### src/rtl/tig_pkg.sv
// Constants and types for the identification carrier pattern generator.
// Assumes one elementary-period tick per sample strobe and the 1536-carrier mode.
package tig_pkg;

    // =====================================================================
    // Timing
    // =====================================================================
    localparam longint EP_RATE_HZ = 2048000;
    localparam longint FRAME_TIME_US = 96000;
    localparam int FRAME_EP = int'(FRAME_TIME_US * EP_RATE_HZ / 64'd1000000);
    localparam int SYNC_EP = 5208;
    localparam int CLK_PERIOD_NS = 50;
    localparam int TICK_W = 18;

    // =====================================================================
    // Carrier layout
    // =====================================================================
    localparam int IDX_W = 11;
    localparam int BAND0_OFF = -768;
    localparam int BAND1_OFF = -384;
    localparam int BAND2_OFF = 1;
    localparam int BAND3_OFF = 385;
    localparam int BAND_SPAN = 384;
    localparam int COMB_STEP = 2;
    localparam int PAIR_STEP = 48;
    localparam int PAIRS = 8;
    localparam int PAIRS_ON = 4;

    // =====================================================================
    // Selection numbers and data widths
    // =====================================================================
    localparam int PAT_W = 7;
    localparam int COMB_W = 5;
    localparam int PATTERN_MAX = 69;
    localparam int COMB_MAX = 23;
    localparam int IFC_W = 13;
    localparam int IDENT_PHASE_BIT = 2;
    localparam int PH_W = 16;
    localparam int OUT_W = 17;

    typedef logic [PAIRS-1:0] tig_pair_mask_t;

    // True when carrier k is a switched-on base carrier for comb c and mask en
    function automatic logic tig_base_on(input logic signed [IDX_W-1:0] k, input logic [COMB_W-1:0] c,
                                         input tig_pair_mask_t en);
        int off;
        int d;
        int b;
        logic hit;
        off = 0;
        hit = 1'b1;
        if (int'(k) >= BAND0_OFF && int'(k) < BAND1_OFF)
            off = BAND0_OFF;
        else if (int'(k) >= BAND1_OFF && int'(k) < 0)
            off = BAND1_OFF;
        else if (int'(k) > 0 && int'(k) <= BAND_SPAN)
            off = BAND2_OFF;
        else if (int'(k) > BAND_SPAN && int'(k) <= 2 * BAND_SPAN)
            off = BAND3_OFF;
        else
            hit = 1'b0;
        d = int'(k) - off - COMB_STEP * int'(c);
        b = d / PAIR_STEP;
        if (d < 0 || (d % PAIR_STEP) != 0 || b >= PAIRS)
            hit = 1'b0;
        if (hit)
            hit = en[PAIRS - 1 - (b % PAIRS)];
        return hit;
    endfunction

endpackage

### src/rtl/tig_pattern_rom.sv
// Pattern number to pair-enable mask lookup.
// Assumes the caller range-checks the pattern number; out of range gives zero.
`timescale 1ns/1ns
module tig_pattern_rom
    import tig_pkg::*;
(
    // Lookup
    input wire logic [PAT_W-1:0] pattern,
    output tig_pair_mask_t mask
);

    // =====================================================================
    // Ascending four-of-eight words, b=0 in the MSB
    // =====================================================================
    function automatic tig_pair_mask_t nth_word(input int n);
        tig_pair_mask_t w;
        int seen;
        w = '0;
        seen = 0;
        for (int v = 0; v < 256; v++)
        begin
            if ($countones(v[PAIRS-1:0]) == PAIRS_ON)
            begin
                if (seen == n)
                    w = v[PAIRS-1:0];
                seen = seen + 1;
            end
        end
        return w;
    endfunction

    always_comb
    begin
        mask = '0;
        if (int'(pattern) <= PATTERN_MAX)
            mask = nth_word(int'(pattern));
    end

endmodule // tig_pattern_rom

### src/rtl/tig_ident_gen.sv
// Identification null-symbol carrier generator with frame timing.
// Assumes SAMPLE_TICK marks one elementary period and the phase table answers combinationally.
`timescale 1ns/1ns
module tig_ident_gen
    import tig_pkg::*;
#(
    parameter int FRAME_TICKS = FRAME_EP,
    parameter int SYNC_TICKS = SYNC_EP
)
(
    // Clock and reset
    input wire logic CLK_SYS,
    input wire logic RST_N,
    // Timing
    input wire logic SAMPLE_TICK,
    output logic FRAME_START,
    output logic SYNC_ACTIVE,
    output logic IDENT_FRAME,
    // Configuration
    input wire logic [PAT_W-1:0] PATTERN_SELECT_NUMBER,
    input wire logic [COMB_W-1:0] COMB_SELECT_NUMBER,
    input wire logic [IFC_W-1:0] INTERLEAVED_FRAME_COUNT,
    output logic CFG_ERROR,
    // Carrier requests
    input wire logic CARR_REQ,
    input wire logic signed [IDX_W-1:0] CARR_INDEX,
    output logic CARR_VALID,
    output logic signed [OUT_W-1:0] CARR_RE,
    output logic signed [OUT_W-1:0] CARR_IM,
    // Phase table
    output logic signed [IDX_W-1:0] PHASE_ADDR,
    input wire logic signed [PH_W-1:0] PHASE_RE,
    input wire logic signed [PH_W-1:0] PHASE_IM
);

    typedef struct packed {
        logic [TICK_W-1:0] tick;
        logic frame_start;
        logic sync_active;
        logic ident_on;
        logic cfg_error;
        tig_pair_mask_t en;
        logic [COMB_W-1:0] comb;
        logic prev_valid;
        logic prev_on;
        logic signed [IDX_W-1:0] prev_index;
        logic signed [PH_W-1:0] prev_re;
        logic signed [PH_W-1:0] prev_im;
        logic own_on;
        logic lo_on;
        logic out_valid;
        logic signed [OUT_W-1:0] out_re;
        logic signed [OUT_W-1:0] out_im;
    } tig_state_s;

    tig_state_s s;
    tig_state_s next_s;
    tig_pair_mask_t pat_mask;
    logic cfg_ok;
    logic own;
    logic lo;

    // =====================================================================
    // Pattern lookup
    // =====================================================================
    tig_pattern_rom u_rom (
        .pattern(PATTERN_SELECT_NUMBER),
        .mask(pat_mask)
    );

    // Undefined selections send nothing rather than a guessed pattern
    assign cfg_ok = (int'(PATTERN_SELECT_NUMBER) <= PATTERN_MAX) && (int'(COMB_SELECT_NUMBER) <= COMB_MAX);

    // Table addressed straight from the request, answer used in the same cycle
    assign PHASE_ADDR = CARR_INDEX;

    // =====================================================================
    // Next state
    // =====================================================================
    always_comb
    begin
        next_s = s;
        next_s.frame_start = 1'b0;
        next_s.cfg_error = ~cfg_ok;
        own = 1'b0;
        lo = 1'b0;
        if (SAMPLE_TICK)
        begin
            if (int'(s.tick) == FRAME_TICKS - 1)
            begin
                next_s.tick = '0;
                next_s.frame_start = 1'b1;
                next_s.ident_on = ~INTERLEAVED_FRAME_COUNT[IDENT_PHASE_BIT] & cfg_ok;
                next_s.en = pat_mask;
                next_s.comb = COMB_SELECT_NUMBER;
                next_s.prev_valid = 1'b0;
            end
            else
            begin
                next_s.tick = s.tick + 1'b1;
            end
        end
        next_s.sync_active = int'(next_s.tick) < SYNC_TICKS;
        next_s.out_valid = CARR_REQ;
        if (CARR_REQ)
        begin
            // Base test uses the settings latched for the whole frame
            own = s.ident_on & tig_base_on(CARR_INDEX, s.comb, s.en);
            // Upper carrier of a pair relies on the previous request being k-1
            lo = s.ident_on & s.prev_valid & s.prev_on & (int'(CARR_INDEX) == int'(s.prev_index) + 1);
            next_s.own_on = own;
            next_s.lo_on = lo;
            next_s.out_re = (own ? OUT_W'(PHASE_RE) : '0) + (lo ? OUT_W'(s.prev_re) : '0);
            next_s.out_im = (own ? OUT_W'(PHASE_IM) : '0) + (lo ? OUT_W'(s.prev_im) : '0);
            next_s.prev_valid = 1'b1;
            next_s.prev_on = own;
            next_s.prev_index = CARR_INDEX;
            next_s.prev_re = PHASE_RE;
            next_s.prev_im = PHASE_IM;
        end
    end

    // =====================================================================
    // State register
    // =====================================================================
    always_ff @(posedge CLK_SYS)
    begin
        if (!RST_N)
        begin
            s <= '0;
            s.sync_active <= 1'b1;
        end
        else
        begin
            s <= next_s;
        end
    end

    assign FRAME_START = s.frame_start;
    assign SYNC_ACTIVE = s.sync_active;
    assign IDENT_FRAME = s.ident_on;
    assign CFG_ERROR = s.cfg_error;
    assign CARR_VALID = s.out_valid;
    assign CARR_RE = s.out_re;
    assign CARR_IM = s.out_im;
endmodule // tig_ident_gen

### config.mk
export PLATFORM = sky130hd
export DESIGN_NAME = tig_ident_gen
export DESIGN_NICKNAME = d
export VERILOG_FILES = /design/src/rtl/tig_pkg.sv /design/src/rtl/tig_pattern_rom.sv /design/src/rtl/tig_ident_gen.sv
export SDC_FILE = /design/constraint.sdc
export NUM_CORES = 1
export LEC_CHECK = 0
export BUFFER_PORTS_ARGS = -buffer_cell sky130_fd_sc_hd__buf_2
export CAP_MARGIN = 20
export CORE_AREA = 10 10 167 169
export CTS_CLUSTER_DIAMETER = 80
export DETAILED_ROUTE_END_ITERATION = 7
export DIE_AREA = 0 0 177 179
export PLACE_DENSITY = 0.69
export RECOVER_POWER = 100
export SYNTH_ARGS = -nofsm -noshare
export SYNTH_HDL_FRONTEND = slang
export SYNTH_HIERARCHICAL = 1
export SYNTH_SLANG_ARGS = --single-unit
### constraint.sdc
create_clock -name CLK_SYS -period 16.5 [get_ports CLK_SYS]
set_clock_uncertainty 0.1 [all_clocks]
set_input_delay 1.65 -clock CLK_SYS [delete_from_list [all_inputs] [get_ports CLK_SYS]]
set_output_delay 1.65 -clock CLK_SYS [all_outputs]
set_load 0.02 [all_outputs]
# Yosys cells after proc, flatten, opt, wreduce, memory -nomap -nowiden
# Cells that the tools add are included.
# totals
elab_cells	367
reg_bits	116
# classes
eq_ne	71
bitwise_logic	8
n_mux	166
reduce_logical	15
div_mod_pow	2
add_sub_neg	75
magnitude_cmp	14
# ops
cell	count
32-bit 2-to-1 mux	72
32-bit by 8-bit equality test with 1-bit output	69
32-bit by 2-bit adder with 32-bit output, second input constant	68
8-bit 2-to-1 mux	36
7-bit 2-to-1 mux	20
17-bit 2-to-1 mux	4
6-bit 2-to-1 mux	10
47-bit 2-to-1 mux	1
17-bit adder	2
32-bit by 7-bit divider with 32-bit output, second input constant	1
32-bit by 5-bit greater-or-equal comparator with 1-bit output, second input constant	1
32-bit by 1-bit less-than comparator with 1-bit output, second input constant	1
32-bit by 7-bit modulo with 32-bit output, second input constant	1
32-bit nonzero test	1
11-bit by 32-bit subtractor with 32-bit output	1
32-bit by 7-bit subtractor with 32-bit output	1
5-bit 2-to-1 mux	4
19-bit 2-to-1 mux	1
18-bit by 1-bit adder with 18-bit output, second input constant	1
18-bit equality test, second input constant	1
18-bit by 13-bit less-than comparator with 1-bit output, second input constant	1
18-bit 2-to-1 mux	1
9-bit 2-to-1 mux	2
1-bit 2-to-1 mux	13
24 further kinds	38

# Depth between registers and ports, before layout
# Gate-level depths: netlist of run 1.
# depth
word_depth	141
ltp_mapped	64
depth_no_buf	59

# Modules after synthesis
# Netlist of run 1, hierarchy kept.
# by_module_without_submodules
mod	area_each_um2	n_inst	cells_per_inst
tig_ident_gen	10812.9	1	1346
tig_pattern_rom	1323.8	1	219

# Least setup slack after synthesis of run 1
# Ideal clock, no wire load.
# synth_path
path_type	input to register
from	in CARR_INDEX[3]
to	reg s (netlist bit CARR_IM[14])
required_time_ns	16.278
slack_ns	3.078
path_buffers	3
arrival_time_ns	13.200
path_stages	58
cell_sequence	nor4_1 nand3_1 and3_1 nor3_1 ha_1 inv_1 fa_1 nor3b_1 o21ai_1 a22o_1 nand2b_1 ha_1 or3_1 or3_1 nor3_4 buf_4 nand4_1 a32o_1 (+22 left out) ha_1 fa_1 a21o_1 a21o_1 a21o_1 a21oi_1 o21bai_1 a21oi_1 o21bai_1 a21oi_1 o21bai_1 a21oi_1 nor2b_1 nor2_1 nor2_1 or3_1 nand3_1 a21boi_0
# synth_between
elab_chain_len	20
# synth_rtl
element	line	rtl
from (decl)	tig_ident_gen.sv:26	input wire logic signed [IDX_W-1:0] CARR_INDEX,
parallel branches: the longest is 19 deep, another holds 11-bit by 32-bit subtractor with 32-bit output	n/a	
17-bit adder *	tig_ident_gen.sv:114	next_s.out_im = (own ? OUT_W'(PHASE_IM) : '0) + (lo ? OUT_W'(s.prev_im) : '0);
to (signal assigned)	tig_ident_gen.sv:135	s <= next_s;
to (decl)	tig_ident_gen.sv:56	tig_state_s s;
# Mark *: on every way between the ends. The select of a mux whose other input is x is not followed.
# A chain may end at the register's enable or synchronous reset.

# Worst setup path after layout of run 1
# layout_path
from	in CARR_INDEX[1]
to	reg s (netlist bit CARR_IM[14])
# Same word-level chain as after synthesis.

==> impl_summary.log, run 1 <==
INFO  metric status = complete, but fails checks
INFO  metric failing_checks = capacitance limit, slew limit
INFO  metric post-route-period-util = 93.98%
INFO  metric timing.final.setup_violations = 0
INFO  metric worstMarginPinSlew = 3.429 ns
INFO  metric number_of_unique_standard_cell_types_used_by_synthesis = 110
INFO  metric main_synth_ff_type = sky130_fd_sc_hd__dfxtp_1
INFO  metric max_freq = 64.49 MHz
INFO  metric die_width = 177 um
INFO  metric finalWirelength = 30680 um
INFO  metric grtUsageTotal = 18.82%
INFO  metric cpMaxStageDelayCell = sky130_fd_sc_hd__or4_1
INFO  metric cts_root_buf = sky130_fd_sc_hd__clkbuf_16
INFO  metric tritoncts = done
INFO  metric drcViolationCount = 0
INFO  metric netlist.top_cell.by_area = sky130_fd_sc_hd__dfxtp_1
INFO  metric synth.yosys.warnings = 6
INFO  metric drtAntennaViolNets = 0
INFO  metric layout.cells.most_common = sky130_fd_sc_hd__dfxtp_1
INFO  metric std_cell_rows = 58
INFO  metric tritoncts_sink_count = 115
INFO  metric cts.reportedPaths.clkPinSlew = 0.05 ns
INFO  metric maxCapViolations = 1
INFO  metric avgSynthCellArea = 7.755 sq um
INFO  metric boundaryPins = 122
INFO  metric core_region_area = 24750 sq um
INFO  metric min_path_type = reg -> reg
INFO  metric drt_pre_antenna_iters = 5
INFO  metric power.sequential.fraction = 18.8%
INFO  metric die_h = 179 um
INFO  metric total_leakage_power = 5.214 nW
INFO  metric timing.critical_path.to_type = flip-flop
INFO  metric timing_max_transition_violations_final = 102
INFO  metric placed_area = 12460 sq um
INFO  metric setup.worst_path.start_class = input pin
INFO  metric synth.net_count = 1700
INFO  metric cts_buffers = 17
INFO  metric drt_iter0_drc = 679
INFO  metric grt_first_pass_wirelength = 51330 um
INFO  metric cp.required = 16.71 ns
INFO  metric internal_power = 0.8364 mW
INFO  metric finalInstanceArea = 13040 sq um
INFO  metric post_cts_hold_buffer_count = 0
INFO  metric finalHoldViolCount = 0
INFO  metric grt_antenna_before_repair = 4
INFO  metric ir_worst_vdd = 0.0001003 V
INFO  metric timing.max_slew.rel_slack = -128.6%
INFO  metric detail_placement_hpwl = 22180 um
INFO  metric layout_common_cells = sky130_fd_sc_hd__dfxtp_1 (115), sky130_fd_sc_hd__nor2b_1 (110), sky130_fd_sc_hd__nor2_1 (97)
INFO  metric cp_max_fo = 16
INFO  metric synthesis.instances = 1565
INFO  metric post_synth_main_area_contributors = sky130_fd_sc_hd__dfxtp_1 (19%), sky130_fd_sc_hd__mux2i_1 (7.4%), sky130_fd_sc_hd__ha_1 (6.2%), sky130_fd_sc_hd__nor2b_1 (5.7%), sky130_fd_sc_hd__xnor2_1 (5.1%)
INFO  metric n_fill_cell = 2347
INFO  metric rsz_0062_raised_after_global_routing = no
INFO  metric p_per_area = 118.1 nW/um^2
INFO  metric r2r_setup_slack = 3.28 ns
INFO  metric setup_tns = 0 ns
INFO  metric crit_buf_inv = 4
INFO  metric avgRoutedWirePerCell = 15.93 um
INFO  metric synth_top_area_share = 18.97%
INFO  metric die_area = 31680 sq um
INFO  metric io_buffers = 109
INFO  metric overflow = 0
INFO  metric cp_num_cells = 58
INFO  metric post_synthesis_instance_area = 12140 sq um
INFO  metric swShare = 45.72%
INFO  metric floorplan.initialDensity = 49.04%
INFO  metric drive_gt1_share = 10.10%
INFO  metric cpLargestDelayFamily = compound AO/OA/AOI/OAI gates
INFO  metric timing.critical_path.to = CARR_IM[14]$_SDFFE_PN0P_
INFO  metric synth_seq_area_share = 18.97%
INFO  metric synth-edff-count = 0
INFO  metric crit_start = CARR_INDEX[1]
INFO  metric power_frac_comb = 57.3%
INFO  metric layout.area.seq = 2302 sq um
INFO  metric timing.critical_path.mode_cell = sky130_fd_sc_hd__a21oi_1
INFO  metric clk_buf_depth = 2
INFO  metric area_growth_from_synthesis_to_layout = 7.464%
INFO  metric rr_worst_depth = 53
INFO  metric dr_total_vias = 11260
INFO  metric final_critical_delay_including_setup_and_external_delays = 15.51 ns
INFO  metric wp_data_arrival = 15.72 ns
INFO  metric switchingPower = 0.7045 mW
INFO  metric area_occupied_by_multi_input_gates = 8827 sq um
INFO  metric ys_ff_latch = 115
INFO  metric clkLatencyLatePin = 0.41 ns
INFO  metric place_congestion = 0.9445
INFO  metric r2r_start = s[86]$_SDFFE_PN0P_
INFO  metric critical-path-max-stage-delay = 0.68 ns
INFO  metric critical_r2r_capture = CARR_IM[14]$_SDFFE_PN0P_
INFO  metric timing.setup.critical_path_class = in -> reg
INFO  metric clock_tree.htree_level_count = 4
INFO  metric grt_pass1_vias = 10760
INFO  metric vias_per_cell = 5.847
INFO  metric finish.net_count = 1716
INFO  metric async_flop_share = 0%
INFO  metric power.share.clock = 23.8%
INFO  metric grt_start_max_net_pins = 102
## metrics by stage
step	power (mW)	hold WS [ns]	util (%)	setup WS, ns	std cells
CTS	1.528	0.3783	52.74	0.8409	1920
finish	1.541	0.3760	52.71	0.9938	1926
global placement	1.145	0.3590	50.34	0.6949	1888
global route	1.651	0.3934	52.68	0.08622	1924
detailed placement	1.155	0.3647	50.34	0.4953	1888
floorplan	0.9956	0.3266	-	3.078	1565
## what timing repair did
item | in CTS | in global routing
setup buffers | 0 | 4
endpoints found under the setup margin | 0 | 6
resized for setup | 0 | 2
## layer usage
metal	GRT usage, %	vias to the layer above	routed length [um]
met5	0	-	25
met4	4.729	4	467
met3	3.791	38	1737
met2	32.30	335	14780
met1	23.55	5246	13670
li1	-	5639	-
## final cells by class
class | instances | area share [%]
clock buffers | 17 | 3.262
inverters | 68 | 1.957
multi-input cells | 1250 | 67.68
diodes | 2 | 0.03837
flip-flops and latches | 115 | 17.65
repair buffers | 129 | 4.950
clock inverters | 15 | 1.295
well taps | 330 | 3.166
## cells in the mapped netlist (7+ instances only)
cell                        number
sky130_fd_sc_hd__dfxtp_1       115
sky130_fd_sc_hd__nor2b_1       110
sky130_fd_sc_hd__nor2_1         97
sky130_fd_sc_hd__nand2_1        93
sky130_fd_sc_hd__mux2i_1        90
sky130_fd_sc_hd__and2_1         87
sky130_fd_sc_hd__a21oi_1        85
sky130_fd_sc_hd__xnor2_1        71
sky130_fd_sc_hd__inv_1          63
sky130_fd_sc_hd__ha_1           60
sky130_fd_sc_hd__buf_4          53
sky130_fd_sc_hd__nand3_1        50
sky130_fd_sc_hd__o21ai_0        50
sky130_fd_sc_hd__clkbuf_1       45
sky130_fd_sc_hd__xor2_1         31
sky130_fd_sc_hd__nor3_1         29
sky130_fd_sc_hd__nand4_1        26
sky130_fd_sc_hd__a21o_1         24
sky130_fd_sc_hd__a31oi_1        23
sky130_fd_sc_hd__nand2b_1       23
sky130_fd_sc_hd__buf_2          21
sky130_fd_sc_hd__o21bai_1       19
sky130_fd_sc_hd__and3_1         17
sky130_fd_sc_hd__nor4_1         16
sky130_fd_sc_hd__o211ai_1       16
sky130_fd_sc_hd__o22ai_1        15
sky130_fd_sc_hd__or3_1          15
sky130_fd_sc_hd__a211oi_1       11
sky130_fd_sc_hd__nor3b_1         9
sky130_fd_sc_hd__o2111ai_1       8
sky130_fd_sc_hd__a22oi_1         7
sky130_fd_sc_hd__buf_1           7
## worst min-delay path by stage
stage,to,cells after the start,start
6_report,s[81]$_SDFFE_PN0P_,1,s[81]$_SDFFE_PN0P_
5_1_grt,s[81]$_SDFFE_PN0P_,1,s[81]$_SDFFE_PN0P_
4_1_cts,s[81]$_SDFFE_PN0P_,1,s[81]$_SDFFE_PN0P_
3_5_place_dp,CARR_IM[16]$_SDFFE_PN0P_,1,CARR_IM[16]$_SDFFE_PN0P_
3_3_place_gp,CARR_RE[2]$_SDFFE_PN0P_,1,CARR_RE[2]$_SDFFE_PN0P_
2_1_floorplan,s[81]$_SDFFE_PN0P_,1,s[81]$_SDFFE_PN0P_
## registers in the layout, indices dropped and copies added (netlist names)
name         flops
CARR_RE         17
IDENT_FRAME      1
SYNC_ACTIVE      1
CFG_ERROR        1
CARR_IM         17
CARR_VALID       1
FRAME_START      1
s               76
## power groups by stage
stage	registers [mW]	logic [mW]	clock network, mW
after floorplan	0.295	0.700	0
after global placement	0.296	0.849	0
after detailed placement	0.296	0.859	0
after CTS	0.290	0.863	0.374
after global routing	0.291	0.973	0.387
final	0.290	0.883	0.367
## logic make-up (layout without fill, tap and decap cells)
kind of cell | count (synthesis) | after routing | share of synthesized area, %
flops | 115 | 115 | 18.97
xor+xnor | 102 | 102 | 7.361
other cells | 0 | 2 | 0
compound gates | 377 | 377 | 22.56
fa+ha+maj | 63 | 63 | 6.680
buf+inv | 200 | 229 | 8.412
mux | 93 | 93 | 7.701
simple gates | 615 | 615 | 28.32
Note: power is estimated with default switching activity, not from simulation.
==> run 2, diff against run 1 <==
==> constraint.sdc (replaced) <==
create_clock -name CLK_SYS -period 19.94 [get_ports CLK_SYS]
set_clock_uncertainty 0.1 [all_clocks]
set_input_delay 1.994 -clock CLK_SYS [delete_from_list [all_inputs] [get_ports CLK_SYS]]
set_output_delay 1.994 -clock CLK_SYS [all_outputs]
set_load 0.02 [all_outputs]
==> run 2 against run 1 <==
The run still ends with capacitance limit, slew limit left. Sequential power is 17% lower. Critical path depth shrank 3. Sequential share of layout area grew 0.16 points. Die area did not move. Final cell count down 0.67%. Combinational power fell by 19%. Clock power down 16%. Hold slack better by 0.0029 ns. Via count rose by 0.39%. Worst setup slack improved by 1.6 ns. Register-to-register slack improved by 2.1 ns. Sequential cell count stayed put. Critical endpoint is now CARR_RE[15]$_SDFFE_PN0P_. Largest power group unchanged.
==> impl_summary.log, run 2 (synthesized netlist as in run 1, its figures left out) <==
INFO  metric r2r_setup_slack = 5.38 ns (+2.10 ns)
INFO  metric ir_worst_vdd = 0.00007448 V (-26%)
INFO  metric flip_flop_count_of_the_largest_register_all_copies_and_words_added = 76 (unchanged)
INFO  metric failing_checks = capacitance limit, slew limit
INFO  metric io_buffers = 109 (unchanged)
INFO  metric drt_pre_antenna_iters = 6 (+1)
INFO  metric n_fill_cell = 2364 (+0.72%)
INFO  metric cpMaxStageDelayCell = sky130_fd_sc_hd__nor4_1
INFO  metric maxCapViolations = 1 (unchanged)
INFO  metric finalHoldViolCount = 0 (unchanged)
INFO  metric min_path_type = reg -> reg
INFO  metric cts.reportedPaths.clkPinSlew = 0.06 ns (about the same)
INFO  metric tritoncts = done
INFO  metric rsz_0062_raised_after_global_routing = no
INFO  metric post_cts_hold_buffer_count = 0 (unchanged)
INFO  metric timing_max_transition_violations_final = 102 (unchanged)
INFO  metric vias_per_cell = 5.910 (+1.1%)
INFO  metric die_h = 179 um (unchanged)
INFO  metric timing.max_slew.rel_slack = -132.5% (-3.9 points)
INFO  metric timing.setup.critical_path_class = in -> reg
INFO  metric grtUsageTotal = 18.77% (-0.047 points)
INFO  metric die_area = 31680 sq um (unchanged)
INFO  metric grt_pass1_vias = 10710 (-0.46%)
INFO  metric timing.critical_path.to_type = flip-flop
INFO  metric cp_max_fo = 32 (+16)
INFO  metric floorplan.initialDensity = 49.04% (unchanged)
INFO  metric worstMarginPinSlew = 3.488 ns (+0.05883 ns)
INFO  metric max_freq = 57.71 MHz
INFO  metric final.hold.worst_slack = 0.3789 ns (+0.002922 ns)
INFO  metric rr_worst_depth = 50 (-5.7%)
INFO  metric cts_buffers = 17 (unchanged)
INFO  metric worstHoldStart = CARR_RE[2]$_SDFFE_PN0P_
INFO  metric drt_iter0_drc = 677 (-0.29%)
INFO  metric drcViolationCount = 0 (unchanged)
INFO  metric dpl.cell_count = 1879 (-0.48%)
INFO  metric layout_common_cells = sky130_fd_sc_hd__dfxtp_1 (115), sky130_fd_sc_hd__nor2b_1 (110), sky130_fd_sc_hd__nor2_1 (97)
INFO  metric place_congestion = 0.9205 (-2.5%)
INFO  metric cts_setup_buffers = 0 (unchanged)
INFO  metric overflow = 0 (unchanged)
INFO  metric most_flops_register = s
INFO  metric hold_depth = 1 (unchanged)
INFO  metric total_leakage_power = 5.139 nW (-1.4%)
INFO  metric tritoncts_sink_count = 115 (unchanged)
INFO  metric finish.net_count = 1704 (-0.70%)
INFO  metric layoutNonFillerInstCount = 1913 (-0.67%)
INFO  metric finalWirelength = 30710 um (about the same)
INFO  metric cts_resized = 0 (unchanged)
INFO  metric avgRoutedWirePerCell = 16.05 um (+0.77%)
INFO  metric layout.cells.most_common = sky130_fd_sc_hd__dfxtp_1
INFO  metric critical_r2r_capture = CARR_RE[15]$_SDFFE_PN0P_
INFO  metric clk_buf_depth = 2 (unchanged)
INFO  metric cp.required = 20.17 ns (+3.46 ns)
INFO  metric area_growth_from_synthesis_to_layout = 6.515%
INFO  metric die_width = 177 um (unchanged)
INFO  metric timing.final.setup_violations = 0 (unchanged)
INFO  metric wp_data_arrival = 17.56 ns (+1.84 ns)
INFO  metric clock_tree.htree_level_count = 4 (unchanged)
INFO  metric drtAntennaViolNets = 0 (unchanged)
INFO  metric boundaryPins = 122 (unchanged)
INFO  metric setup.worst_path.start_class = input pin
INFO  metric cts_root_buf = sky130_fd_sc_hd__clkbuf_16
INFO  metric setup_tns = 0 ns (unchanged)
INFO  metric layout.core_utilization = 52.24% (-0.47 points)
INFO  metric status = complete, but fails checks
INFO  metric critical-path-max-stage-delay = 0.93 ns (+0.25 ns)
INFO  metric core_region_area = 24750 sq um (unchanged)
INFO  metric clkLatencyLatePin = 0.41 ns (about the same)
INFO  metric post-route-period-util = 86.91%
INFO  metric std_cell_rows = 58 (unchanged)
INFO  metric drive_gt1_share = 9.045% (-1.1 points)
INFO  metric grt_first_pass_wirelength = 51120 um (-0.40%)
INFO  metric grt_antenna_before_repair = 4 (unchanged)
INFO  metric grt_start_max_net_pins = 102 (unchanged)
INFO  metric p_per_area = 97.73 nW/um^2 (-17%)
INFO  metric final_critical_delay_including_setup_and_external_delays = 17.33 ns
INFO  metric r2r_start = s[86]$_SDFFE_PN0P_
INFO  metric dr_total_vias = 11310 (+0.39%)
INFO  metric min_delay_worst_endpoint = CARR_RE[2]$_SDFFE_PN0P_
INFO  metric detail_placement_hpwl = 22030 um (-0.68%)
## run 2: how the worst max path moves through the flow
stage | depth (start not counted) | from | end
after floorplan | 58 | CARR_INDEX[3] | CARR_IM[14]$_SDFFE_PN0P_
after global placement | 55 | CARR_INDEX[1] | CARR_RE[15]$_SDFFE_PN0P_
after detailed placement | 55 | CARR_INDEX[1] | CARR_RE[15]$_SDFFE_PN0P_
after CTS | 56 | CARR_INDEX[1] | CARR_RE[16]$_SDFFE_PN0P_
after global routing | 55 | CARR_INDEX[1] | CARR_IM[15]$_SDFFE_PN0P_
final | 55 | CARR_INDEX[1] | CARR_RE[15]$_SDFFE_PN0P_
## run 2: worst max-delay path, delay by kind of cell
family	cells	cell delay [ns]
mux	1	0.09
buf+inv	2	0.31
xor+xnor	2	0.71
fa+ha+maj	5	1.55
simple gates	18	6.50
compound gates	27	6.36
## run 2: where the power goes
part           switching [mW]  internal (mW)
clock                   0.113          0.198
combinational           0.456          0.257
sequential            0.00408          0.236
total                   0.573          0.691
## run 2: layout make-up
type / count / area [sq um] / area share (%)
sequential: 115 / 2302 / 17.81
multi-input combinational: 1250 / 8807 / 68.13
clock inverter: 14 / 177.7 / 1.374
inverter: 68 / 255.2 / 1.974
timing repair buffer: 117 / 541.8 / 4.191
clock buffer: 17 / 425.4 / 3.291
tap: 330 / 412.9 / 3.194
antenna: 2 / 5.005 / 0.03871
## run 2: per-layer routing
metal | global-route usage, % | part of all wire [%] | vias to the layer above
li1 | - | - | 5621
met1 | 23.65 | 44 | 5292
met2 | 31.96 | 48 | 342
met3 | 3.475 | 5.7 | 47
met4 | 5.359 | 1.6 | 4
met5 | 0 | 0.068 | -
## run 2: per-stage QoR
stage	total power, mW	setup slack (ns)	area, sq um
floorplan	0.8238	6.174	12140
global placement	0.9356	3.140	12390
detailed placement	0.9415	3.084	12390
CTS	1.257	3.396	12990
global route	1.357	1.167	12920
finish	1.263	2.611	12930
